===== src/verilog/uic_pkg.sv =====
// package: constants, register map and status layout for the unit index and clock source block
package uic_pkg;

   // register port geometry
   localparam int ADDR_W = 8;
   localparam int DATA_W = 32;
   localparam int IDX_W  = 4;
   localparam int NUM_UNITS = 16;

   // address: upper nibble selects the instance, lower nibble the register
   localparam int INST_MSB = 7;
   localparam int INST_LSB = 4;
   localparam int OFFS_MSB = 3;

   // register offsets (low nibble)
   localparam logic [3:0] OFF_CTRL       = 4'h0;
   localparam logic [3:0] OFF_PHASE_RATE = 4'h1;
   localparam logic [3:0] OFF_SERVO_DIV  = 4'h2;
   localparam logic [3:0] OFF_PHASE_DIV  = 4'h3;
   localparam logic [3:0] OFF_PHASE_MULT = 4'h4;
   localparam logic [3:0] OFF_STATUS     = 4'h5;
   localparam logic [3:0] OFF_IRQ_STAT   = 4'h6;
   localparam logic [3:0] OFF_IRQ_MASK   = 4'h7;

   // control register fields
   localparam int CTRL_OVR_EN_BIT = 4;
   localparam int CTRL_OVR_IDX_LSB = 0;

   // interrupt status/mask bit positions
   localparam int IRQ_DUP_BIT     = 0;
   localparam int IRQ_NOCLK_BIT   = 1;
   localparam int IRQ_SRC_CHG_BIT = 2;
   localparam int IRQ_W           = 3;

   // status encodings
   localparam logic [3:0] CFG_ERR_NONE = 4'h0;
   localparam logic [3:0] CFG_ERR_DUP  = 4'h7;

   // reset values and minimum phase rate
   localparam logic [4:0]  RST_CTRL       = 5'h00;
   localparam logic [15:0] RST_PHASE_RATE = 16'h0fa0;
   localparam logic [7:0]  RST_SERVO_DIV  = 8'h00;
   localparam logic [7:0]  RST_PHASE_DIV  = 8'h00;
   localparam logic [7:0]  RST_PHASE_MULT = 8'h00;
   localparam logic [15:0] MIN_PHASE_RATE = 16'h0002;

   // timing: distributed phase clock must be seen within this time
   localparam int CLK_MHZ          = 40;
   localparam int NOCLK_TIMEOUT_US = 100;
   localparam int NOCLK_CYCLES     = NOCLK_TIMEOUT_US * CLK_MHZ;
   localparam int WD_W             = 13;

   // cycles after reset release before the switch is latched (synchroniser settle)
   localparam logic [1:0] STRAP_SETTLE = 2'h3;

   // status word carried to the read mux
   typedef struct packed {
      logic [3:0] cfg_err;
      logic       missing_clk;
      logic       is_source;
      logic       align_warn;
      logic [3:0] src_idx;
      logic [3:0] own_idx;
   } uic_status_t;

   // register write request
   typedef struct packed {
      logic [3:0]        offs;
      logic [DATA_W-1:0] data;
   } uic_wreq_t;

endpackage


===== src/verilog/uic_unit_clock.sv =====
// unit index selection, duplicate detection and servo/phase clock source control
//
// Overview of operation
// [RULE1] The unit index is the sixteen-position switch value, 0 to F mapping to 0 to 15, 0 by default.
// [RULE2] Register accesses are answered only when the instance field of the address equals the unit index.
// [RULE3] When another unit claims the same index, the configuration error code in the status word reads 7.
// [RULE4] One unit drives servo and phase clocks to all others; the rest follow the distributed clocks.
// [RULE5] By default the unit with the lowest claimed index is the clock source.
// [RULE6] A register setting can name any index as clock source, overriding the lowest-index default.
// [RULE7] The host places the clock-source unit, and by default the lowest-index unit, on the CPU rack.
// [RULE8] If the clock source cannot be seen by the CPU because it is on an expansion rack, the missing-clock flag is 1.
// [RULE9] The host programs phase rate and servo divider equal to those of the clock-source unit.
// [RULE10] The host sets the phase divider and multiplier to 0 here and in the source unit.
// [RULE11] The switch index is sampled once after reset and held until the next reset.
//
// Added by the designer: the register offsets and strobed register access.
`timescale 1ns/100ps
module uic_unit_clock
   import uic_pkg::*;
(
   // clock and reset
   input  wire logic              mclk,
   input  wire logic              rst,
   // pins: switch, rack strap, peer index claims
   input  wire logic [IDX_W-1:0]  index_switch,
   input  wire logic              on_cpu_rack,
   input  wire logic [15:0]       peer_index_claim,
   // distributed clock pins (open to all units)
   input  wire logic              servo_clk_in,
   input  wire logic              phase_clk_in,
   output logic                   servo_clk_out,
   output logic                   servo_clk_oe,
   output logic                   phase_clk_out,
   output logic                   phase_clk_oe,
   // own index claim driven onto the backplane
   output logic [IDX_W-1:0]       io_asic_instance,
   // ticks for the encoder logic
   output logic                   phase_tick,
   output logic                   servo_tick,
   // register port
   input  wire logic [ADDR_W-1:0] reg_addr,
   input  wire logic [DATA_W-1:0] reg_wdata,
   input  wire logic              reg_wr,
   input  wire logic              reg_rd,
   output logic [DATA_W-1:0]      reg_rdata,
   // interrupt
   output logic                   irq
);

   ////////////////////////////////////////////////////////////////////////////
   // pin synchronisers

   logic [IDX_W-1:0] sw_meta_ff,  sw_sync_ff;
   logic             rack_meta_ff, rack_sync_ff;
   logic [15:0]      peer_meta_ff, peer_sync_ff;
   logic             servo_meta_ff, servo_sync_ff, servo_prev_ff;
   logic             phase_meta_ff, phase_sync_ff, phase_prev_ff;

   always_ff @(posedge mclk) begin
      if (rst) begin
         sw_meta_ff    <= 4'h0;
         sw_sync_ff    <= 4'h0;
         rack_meta_ff  <= 1'b0;
         rack_sync_ff  <= 1'b0;
         peer_meta_ff  <= 16'h0000;
         peer_sync_ff  <= 16'h0000;
         servo_meta_ff <= 1'b0;
         servo_sync_ff <= 1'b0;
         servo_prev_ff <= 1'b0;
         phase_meta_ff <= 1'b0;
         phase_sync_ff <= 1'b0;
         phase_prev_ff <= 1'b0;
      end else begin
         sw_meta_ff    <= index_switch;
         sw_sync_ff    <= sw_meta_ff;
         rack_meta_ff  <= on_cpu_rack;
         rack_sync_ff  <= rack_meta_ff;
         peer_meta_ff  <= peer_index_claim;
         peer_sync_ff  <= peer_meta_ff;
         servo_meta_ff <= servo_clk_in;
         servo_sync_ff <= servo_meta_ff;
         servo_prev_ff <= servo_sync_ff;
         phase_meta_ff <= phase_clk_in;
         phase_sync_ff <= phase_meta_ff;
         phase_prev_ff <= phase_sync_ff;
      end
   end

   ////////////////////////////////////////////////////////////////////////////
   // switch capture: taken once after the synchroniser has settled

   logic [1:0]       settle_ff;
   logic             latched_ff;
   logic [IDX_W-1:0] own_idx_ff;
   logic             cpu_rack_ff;

   always_ff @(posedge mclk) begin
      if (rst) begin
         settle_ff   <= 2'h0;
         latched_ff  <= 1'b0;
         own_idx_ff  <= 4'h0;                        // [RULE1]
         cpu_rack_ff <= 1'b0;
      end else if (!latched_ff) begin
         if (settle_ff == STRAP_SETTLE) begin
            latched_ff  <= 1'b1;
            own_idx_ff  <= sw_sync_ff;               // [RULE1] [RULE11]
            cpu_rack_ff <= rack_sync_ff;
         end else begin
            settle_ff <= settle_ff + 2'h1;
         end
      end
   end

   always_ff @(posedge mclk) begin
      if (rst) begin
         io_asic_instance <= 4'h0;
      end else begin
         io_asic_instance <= own_idx_ff;
      end
   end

   ////////////////////////////////////////////////////////////////////////////
   // registers

   logic [4:0]  ctrl_ff;
   logic [15:0] phase_rate_setting_ff;
   logic [7:0]  servo_rate_divider_ff;
   logic [7:0]  phase_rate_divider_ff;
   logic [7:0]  phase_rate_multiplier_ff;
   logic [IRQ_W-1:0] irq_mask_ff;

   logic      sel;
   uic_wreq_t wreq;

   // a unit ignores accesses while its index is not yet known
   assign sel       = latched_ff && (reg_addr[INST_MSB:INST_LSB] == own_idx_ff); // [RULE2]
   assign wreq      = {reg_addr[OFFS_MSB:0], reg_wdata};

   always_ff @(posedge mclk) begin
      if (rst) begin
         ctrl_ff                  <= RST_CTRL;
         phase_rate_setting_ff    <= RST_PHASE_RATE;
         servo_rate_divider_ff    <= RST_SERVO_DIV;
         phase_rate_divider_ff    <= RST_PHASE_DIV;
         phase_rate_multiplier_ff <= RST_PHASE_MULT;
         irq_mask_ff              <= 3'h0;
      end else if (reg_wr && sel) begin              // [RULE2]
         case (wreq.offs)
            OFF_CTRL:       ctrl_ff                  <= wreq.data[4:0]; // [RULE6]
            OFF_PHASE_RATE: phase_rate_setting_ff    <= wreq.data[15:0];
            OFF_SERVO_DIV:  servo_rate_divider_ff    <= wreq.data[7:0];
            OFF_PHASE_DIV:  phase_rate_divider_ff    <= wreq.data[7:0];
            OFF_PHASE_MULT: phase_rate_multiplier_ff <= wreq.data[7:0];
            OFF_IRQ_MASK:   irq_mask_ff              <= wreq.data[IRQ_W-1:0];
            default: ;
         endcase
      end
   end

   ////////////////////////////////////////////////////////////////////////////
   // index map: duplicates and default clock source

   logic [15:0]      claim_map;
   logic [IDX_W-1:0] lowest_idx;
   logic             dup_ff;
   logic [IDX_W-1:0] src_idx_ff;
   logic             is_source_ff;

   // own claim plus every peer claim seen on the backplane
   assign claim_map = peer_sync_ff | (16'h0001 << own_idx_ff);

   always_comb begin
      lowest_idx = 4'hf;
      for (int i = NUM_UNITS - 1; i >= 0; i--) begin
         if (claim_map[i]) begin
            lowest_idx = i[IDX_W-1:0];               // [RULE5]
         end
      end
   end

   always_ff @(posedge mclk) begin
      if (rst) begin
         dup_ff       <= 1'b0;
         src_idx_ff   <= 4'h0;
         is_source_ff <= 1'b0;
      end else if (latched_ff) begin
         dup_ff <= peer_sync_ff[own_idx_ff];         // [RULE3]
         if (ctrl_ff[CTRL_OVR_EN_BIT]) begin
            src_idx_ff   <= ctrl_ff[CTRL_OVR_IDX_LSB +: IDX_W];           // [RULE6]
            is_source_ff <= ctrl_ff[CTRL_OVR_IDX_LSB +: IDX_W] == own_idx_ff; // [RULE6]
         end else begin
            src_idx_ff   <= lowest_idx;              // [RULE5]
            is_source_ff <= lowest_idx == own_idx_ff; // [RULE5]
         end
      end
   end

   ////////////////////////////////////////////////////////////////////////////
   // local clock generation: phase period in mclk cycles, servo every n+1 phases

   logic [15:0] phase_cnt_ff;
   logic [7:0]  servo_cnt_ff;
   logic [15:0] phase_period;
   logic        gen_phase_start;

   // very short periods would leave no high or low half on the pin
   assign phase_period    = (phase_rate_setting_ff < MIN_PHASE_RATE) ? MIN_PHASE_RATE
                                                                     : phase_rate_setting_ff;
   assign gen_phase_start = is_source_ff && (phase_cnt_ff == 16'h0000);

   always_ff @(posedge mclk) begin
      if (rst || !is_source_ff) begin
         phase_cnt_ff <= 16'h0000;
         servo_cnt_ff <= 8'h00;
      end else begin
         if (phase_cnt_ff >= phase_period - 16'h0001) begin
            phase_cnt_ff <= 16'h0000;
         end else begin
            phase_cnt_ff <= phase_cnt_ff + 16'h0001;
         end
         if (gen_phase_start) begin
            if (servo_cnt_ff >= servo_rate_divider_ff) begin
               servo_cnt_ff <= 8'h00;
            end else begin
               servo_cnt_ff <= servo_cnt_ff + 8'h01;
            end
         end
      end
   end

   // only the source unit enables its pin drivers; all others listen
   always_ff @(posedge mclk) begin
      if (rst) begin
         phase_clk_out <= 1'b0;
         servo_clk_out <= 1'b0;
         phase_clk_oe  <= 1'b0;
         servo_clk_oe  <= 1'b0;
      end else begin
         phase_clk_oe  <= is_source_ff;              // [RULE4]
         servo_clk_oe  <= is_source_ff;              // [RULE4]
         phase_clk_out <= is_source_ff && (phase_cnt_ff < (phase_period >> 1));
         servo_clk_out <= is_source_ff && (servo_cnt_ff == 8'h00);
      end
   end

   // every unit, the source included, times itself off the distributed clock
   always_ff @(posedge mclk) begin
      if (rst) begin
         phase_tick <= 1'b0;
         servo_tick <= 1'b0;
      end else begin
         phase_tick <= phase_sync_ff && !phase_prev_ff; // [RULE4]
         servo_tick <= servo_sync_ff && !servo_prev_ff; // [RULE4]
      end
   end

   ////////////////////////////////////////////////////////////////////////////
   // missing-clock detection

   logic [WD_W-1:0] wd_cnt_ff;
   logic            missing_clock_flag_ff;
   logic            wd_expired;

   // a gap of exactly the timeout is still legal, so a phase period equal to it never flags
   assign wd_expired = wd_cnt_ff == WD_W'(NOCLK_CYCLES);

   always_ff @(posedge mclk) begin
      if (rst || !latched_ff || (phase_sync_ff && !phase_prev_ff)) begin
         wd_cnt_ff <= '0;
      end else if (!wd_expired) begin
         wd_cnt_ff <= wd_cnt_ff + WD_W'(1);
      end
   end

   // a source off the cpu rack is never seen by the cpu, so flag it at once
   always_ff @(posedge mclk) begin
      if (rst) begin
         missing_clock_flag_ff <= 1'b0;
      end else begin
         missing_clock_flag_ff <= latched_ff && ((is_source_ff && !cpu_rack_ff) || wd_expired); // [RULE8]
      end
   end

   ////////////////////////////////////////////////////////////////////////////
   // status word and interrupts

   uic_status_t status;
   logic [IRQ_W-1:0] irq_stat_ff;
   logic [IRQ_W-1:0] irq_evt;
   logic             dup_prev_ff, miss_prev_ff;
   logic [IDX_W-1:0] src_prev_ff;
   logic             stat_rd;

   always_comb begin
      status.cfg_err     = dup_ff ? CFG_ERR_DUP : CFG_ERR_NONE; // [RULE3]
      status.missing_clk = missing_clock_flag_ff;              // [RULE8]
      status.is_source   = is_source_ff;
      status.align_warn  = (phase_rate_divider_ff != 8'h00) || (phase_rate_multiplier_ff != 8'h00);
      status.src_idx     = src_idx_ff;
      status.own_idx     = own_idx_ff;
   end

   always_ff @(posedge mclk) begin
      if (rst) begin
         dup_prev_ff  <= 1'b0;
         miss_prev_ff <= 1'b0;
         src_prev_ff  <= 4'h0;
      end else begin
         dup_prev_ff  <= dup_ff;
         miss_prev_ff <= missing_clock_flag_ff;
         src_prev_ff  <= src_idx_ff;
      end
   end

   assign irq_evt[IRQ_DUP_BIT]     = dup_ff && !dup_prev_ff;
   assign irq_evt[IRQ_NOCLK_BIT]   = missing_clock_flag_ff && !miss_prev_ff;
   assign irq_evt[IRQ_SRC_CHG_BIT] = src_idx_ff != src_prev_ff;
   assign stat_rd                  = reg_rd && sel && (wreq.offs == OFF_IRQ_STAT);

   // read clears, but an event in the same cycle survives
   always_ff @(posedge mclk) begin
      if (rst) begin
         irq_stat_ff <= 3'h0;
      end else begin
         irq_stat_ff <= (stat_rd ? 3'h0 : irq_stat_ff) | irq_evt;
      end
   end

   always_ff @(posedge mclk) begin
      if (rst) begin
         irq <= 1'b0;
      end else begin
         irq <= |(((stat_rd ? 3'h0 : irq_stat_ff) | irq_evt) & irq_mask_ff);
      end
   end

   ////////////////////////////////////////////////////////////////////////////
   // read data, one cycle after the strobe; zero when not addressed

   always_ff @(posedge mclk) begin
      if (rst) begin
         reg_rdata <= 32'h0000_0000;
      end else if (reg_rd && sel) begin              // [RULE2]
         case (wreq.offs)
            OFF_CTRL:       reg_rdata <= {27'h0, ctrl_ff};
            OFF_PHASE_RATE: reg_rdata <= {16'h0, phase_rate_setting_ff};
            OFF_SERVO_DIV:  reg_rdata <= {24'h0, servo_rate_divider_ff};
            OFF_PHASE_DIV:  reg_rdata <= {24'h0, phase_rate_divider_ff};
            OFF_PHASE_MULT: reg_rdata <= {24'h0, phase_rate_multiplier_ff};
            OFF_STATUS:     reg_rdata <= {17'h0, status};
            OFF_IRQ_STAT:   reg_rdata <= {29'h0, irq_stat_ff};
            OFF_IRQ_MASK:   reg_rdata <= {29'h0, irq_mask_ff};
            default:        reg_rdata <= 32'h0000_0000;
         endcase
      end else begin
         reg_rdata <= 32'h0000_0000;
      end
   end

endmodule


===== config.mk =====
export PLATFORM = sky130hd
export DESIGN_NAME = uic_unit_clock
export DESIGN_NICKNAME = d
export VERILOG_FILES = /design/src/verilog/uic_pkg.sv /design/src/verilog/uic_unit_clock.sv
export SDC_FILE = /design/constraint.sdc
export NUM_CORES = 1
export LEC_CHECK = 0
export ABC_AREA = 1
export BUFFER_PORTS_ARGS = -buffer_cell sky130_fd_sc_hd__buf_4
export CAP_MARGIN = 0
export CORE_ASPECT_RATIO = 0.75
export CORE_MARGIN = 2
export CORE_UTILIZATION = 30
export CTS_BUF_LIST = sky130_fd_sc_hd__clkbuf_4 sky130_fd_sc_hd__clkbuf_8
export CTS_CLUSTER_DIAMETER = 40
export DETAILED_ROUTE_END_ITERATION = 6
export PLACE_DENSITY = 0.49
export SYNTH_ARGS = -nofsm -noshare
export SYNTH_HDL_FRONTEND = slang
export SYNTH_SLANG_ARGS = --single-unit

===== constraint.sdc =====
create_clock -name mclk -period 4.5 [get_ports mclk]
set_clock_uncertainty 0.15 [all_clocks]
set_input_delay 1.35 -clock mclk [delete_from_list [all_inputs] [get_ports mclk]]
set_output_delay 1.35 -clock mclk [all_outputs]
set_load 0.03 [all_outputs]

== After elaboration in Yosys (flattened, before gate mapping) ==
Cells that the tools add are included.
Operators by class
  $add $sub $neg: 5
  magnitude comparators: 5
  equality and inequality tests: 13
  shift-type cells: 1
  mux-type cells: 26
  bitwise gates (word level): 6
  reductions and logical operators: 41
Operators by type and width (count)
  $pmux 16 s8: 1
  $mux 4: 15
  $add 16x1->16 const B: 1
  $eq 4x3->1 const B: 4
  $ge 16x16->1: 1
  $logic_not 16->1: 1
  $lt 16x15->1: 1
  $lt 16x2->1 const B: 1
  $mux 16: 1
  $reduce_and 2->1: 8
  $reduce_bool 8->1: 2
  $sub 16x1->16 const B: 1
  $or 15x15->15: 1
  $shl 1x4->15 const A: 1
  $add 13x1->13 const B: 1
  $eq 13x12->1 const B: 1
  $logic_and 1x1->1: 13
  $eq 4x4->1: 3
  $add 8x1->8 const B: 1
  $eq 4x2->1 const B: 2
  $ge 8x8->1: 1
  $logic_not 8->1: 1
  $mux 8: 1
  $logic_not 1->1: 7
  15 further kinds: 27
Storage, ports and cells
  bits in registers: 199
  bits of input ports: 67
  output and inout bits: 43
  logic and storage cells: 138

== Longest topological paths before layout ==
  depth in word-level cells: 19
  depth in mapped cells: 22
  mapped depth without buffers: 22

== Worst setup path before layout ==
No wires, ideal clock.
  path type: register to register
  start: register phase_rate_setting_ff[5]
  end: register phase_cnt_ff[10]
  setup time: 0.134 ns
  data arrival time: 2.962 ns
  data required time: 4.216 ns
  slack: 1.254 ns
  stages on the path, launching flop included: 17
  buffers on the path: 1
  clock period less this slack: 3.246 ns
  cells stage by stage: dfxtp_1 -> inv_1 -> nand2_1 -> nor2_1 -> a31oi_2 -> ha_1 -> nand2_1 -> nor2_1 -> nand3_1 -> nor3_1 -> nand2_1 -> xor2_1 -> ha_1 -> nand4_1 -> o21ai_1 -> clkbuf_1 -> a21oi_1
On the way
  longest elaborated chain between the ends: 5
Ends and longest elaborated chain
  start: declaration: RTL line uic_unit_clock.sv:126  | logic [15:0] phase_rate_setting_ff;
  start signal: assignment: RTL line uic_unit_clock.sv:150  | OFF_PHASE_RATE: phase_rate_setting_ff <= wreq.data[15:0];
  $lt 16x2->1: RTL line uic_unit_clock.sv:207  | assign phase_period = (phase_rate_setting_ff < MIN_PHASE_RATE) ? MIN_PHASE_RATE
  $mux 16 *: RTL line uic_unit_clock.sv:207
  $sub 16x1->16 *: RTL line uic_unit_clock.sv:216  | if (phase_cnt_ff >= phase_period - 16'h0001) begin
  $ge 16x16->1 *: RTL line uic_unit_clock.sv:216
  $reduce_or 2->1 (no line) *
  end signal: assignment: RTL line uic_unit_clock.sv:219  | phase_cnt_ff <= phase_cnt_ff + 16'h0001;
  end: declaration: RTL line uic_unit_clock.sv:201  | logic [15:0] phase_cnt_ff;
Every way passes the cells marked *; elsewhere a longest branch is shown, timed or not.
A chain may end at the register's enable or synchronous reset.

== Final worst setup path ==
  start: register phase_rate_setting_ff[12]
  end: register phase_cnt_ff[2]
The elaborated chain is that of the path after synthesis.

==> results_dict.tcl <==
set metrics [dict create \
    synthArstFlopShare_pct 0 \
    leakagePower_uw 0.00412 \
    core_area_sq_um 28000 \
    final_area_sq_um 9790 \
    dp.final_hpwl_um 16700 \
    place_area_sq_um 9400 \
    cts_buffers 17 \
    num_vias 7081 \
    nNetsFinal 1301 \
    postCtsSetupBuffers 0 \
    slew_viol_final 0 \
    die_y_um 150 \
    drive_gt1_share_pct 11.5 \
    synthToLayoutAreaGrowth_pct 15.1 \
    yosysTopAreaCell "dfxtp_1" \
    holdCritPathClass "reg -> reg" \
    slowest_delay_ps 360 \
    grt_antenna_before_repair 0 \
    gp_congestion 0.831 \
    cpLargestDelayFamily "simple AND/OR/NAND/NOR gates" \
    clock-sinks 183 \
    worst-path-max-fanout 16 \
    tightest_slew_ps 754 \
    worst_skew_pair.late_latency_ps 470 \
    drc_errors 0 \
    ys_ff_latch 183 \
    finalSetupTns_ps 0 \
    rsz0062_at_grt "false" \
    power.density_nw_per_um2 339 \
    ys_seq_area_share_pct 43.1 \
    ys.flop_type "dfxtp_1" \
    clk_path_buf_depth 2 \
    dr.pass1.iters 5 \
    maxSlewHeadroom_pct 49.5 \
    clockRootBuffer "clkbuf_8" \
    cp-end-kind "flop" \
    final_hold_viol_count 0 \
    die_x_um 198 \
    fmax_mhz 261 \
    hold_buffers 0 \
    htreeDepth 4 \
    portBuffers 77 \
    fp-row-count 53 \
    crit_path_start_kind "flop" \
    synth_top_area_share_pct 43.1 \
    cts_resized 0 \
    grt.overflow.total 0 \
    viasPerCell 4.46 \
    period_minus_slack_ps 3830 \
    cts_tree "built" \
    synth_area_sq_um 8510 \
    grt_pass1_wl_um 35200 \
    drt-initial-drc-count 389 \
    grtUsageTotal_pct 15.3 \
    ir_drop_mv 0.173 \
    antenna_left 0 \
    crit_path_frequent_cell "nand3_1" \
    die_area_sq_um 29700 \
    antenna_cells 0 \
    wire_per_inst_um 13.9 \
    synth_edf_count 0 \
    status "finished clean" \
    yosys_warnings 0 \
    synth_cell_type_count 53 \
    cp_data_required_time_ps 4750 \
    synth_area_leaders "dfxtp_1 43%, inv_1 8.3%, ha_1 6.8%, nand2_1 6.5%, a21oi_1 5.8%" \
    grt_pass1_vias 6615 \
    routed_wl_um 22000 \
    setup_violations 0 \
    path_cells "nor2_1, nand3_1, nor2_1, nand4_1, nand2_1, ha_1, nand2_1, nor2_1, nand3_1, nor3_1, nand2_1, xor2_1, ha_1, nand3_1, nand3_1, a41oi_1, o21ai_1, buf_4, nor3b_1" \
    cp_slowest_cell "dfxtp_1" \
    utilization_pct 35.0 \
    path_clk_slew_ps 110 \
    path_buf_inv 1 \
    critPathKind "reg -> reg" \
    finalCritPeriodShare_pct 85.2 \
    initial_core_util_pct 30.4 \
    arrival_ps 4080 \
    grt_max_degree 47 \
    synth_cells 1116 \
    drv_cap 0 \
    io_pins 110 \
    avgSynthCellArea_sq_um 7.62 \
]
[sequential cells by signal, summed over array words and instances (netlist names), 5 cells and up]
register	flops
peer_meta_ff	16
peer_sync_ff	16
phase_cnt_ff	16
phase_rate_setting_ff	16
reg_rdata	16
wd_cnt_ff	13
phase_rate_divider_ff	8
phase_rate_multiplier_ff	8
servo_cnt_ff	8
servo_rate_divider_ff	8
ctrl_ff	5
[report_power, final]
group | internal (uW) | switching (uW)
Clock | 478 | 641
Combinational | 151 | 306
Sequential | 1690 | 59.4
Total | 2320 | 1010
[layout by cell type (no fill, tap or decap), types with 4 or more instances in the layout]
cell type,count
a21oi_1,99
a22oi_1,7
a31oi_1,12
buf_4,82
clkbuf_8,18
conb_1,16
dfxtp_1,183
ha_1,46
inv_1,188
inv_2,4
inv_6,4
nand2_1,148
nand3_1,35
nand4_1,19
nor2_1,128
nor2_2,5
nor3_1,25
nor3b_1,4
nor4_1,9
o2111ai_1,4
o21ai_0,64
o21ai_1,5
o22ai_1,16
xor2_1,29
[Yosys cell counts (7+ instances only)]
master / n
o21ai_0: 64
ha_1: 46
nor3_1: 25
buf_4: 17
clkbuf_1: 12
o22ai_1: 16
a22oi_1: 7
nand3_1: 35
nor2_1: 128
a31oi_1: 12
xor2_1: 29
inv_1: 188
a21oi_1: 99
nand2_1: 148
nand4_1: 19
nor4_1: 9
dfxtp_1: 183
[final cells by class]
class                           count  area, sq um
Fill cell                        3040        18200
Multi-Input combinational cell    710         3910
Sequential cell                   183         3660
Timing Repair Buffer               82          616
Inverter                          194          731
Clock inverter                     13          135
Clock buffer                       19          255
Tap cell                          385          482
[logic make-up (layout without fill, tap and decap cells)]
kind of cell | after synthesis | count (layout) | share of synthesized area [%]
compound gates | 228 | 228 | 15.0
xor+xnor | 32 | 32 | 3.30
fa+ha+maj | 46 | 46 | 6.77
buf+inv | 238 | 308 | 11.6
flops | 183 | 183 | 43.1
other cells | 1 | 16 | 0.0441
simple gates | 388 | 388 | 20.2
[layer usage]
metal	GRT usage [%]	up-vias	part of all wire, %
li1	-	3751	-
met1	23.5	3174	55
met2	21.2	146	38
met3	3.02	10	4.9
met4	4.55	0	1.1
met5	0	-	0
[through the flow]
| step | setup WS (ps) | hold WS, ps | power (uW) | std cells |
|---|---|---|---|---|
| floorplan | 1250 | 223 | 2090 | 1131 |
| global placement | 762 | 239 | 2240 | 1554 |
| detailed placement | 710 | 238 | 2240 | 1554 |
| CTS | 693 | 258 | 3370 | 1586 |
| global route | 439 | 269 | 3510 | 1586 |
| finish | 666 | 253 | 3320 | 1586 |
[final timing paths]
check | cells past startpoint | slack [ps] | start | end
max | 19 | 670 | phase_rate_setting_ff[12] | phase_cnt_ff[2]
min | 1 | 250 | servo_prev_ff | servo_tick
max reg2reg | 19 | 670 | phase_rate_setting_ff[12] | phase_cnt_ff[2]
min reg2reg | 1 | 250 | servo_prev_ff | servo_tick
Power figures use the tool's default switching activity.
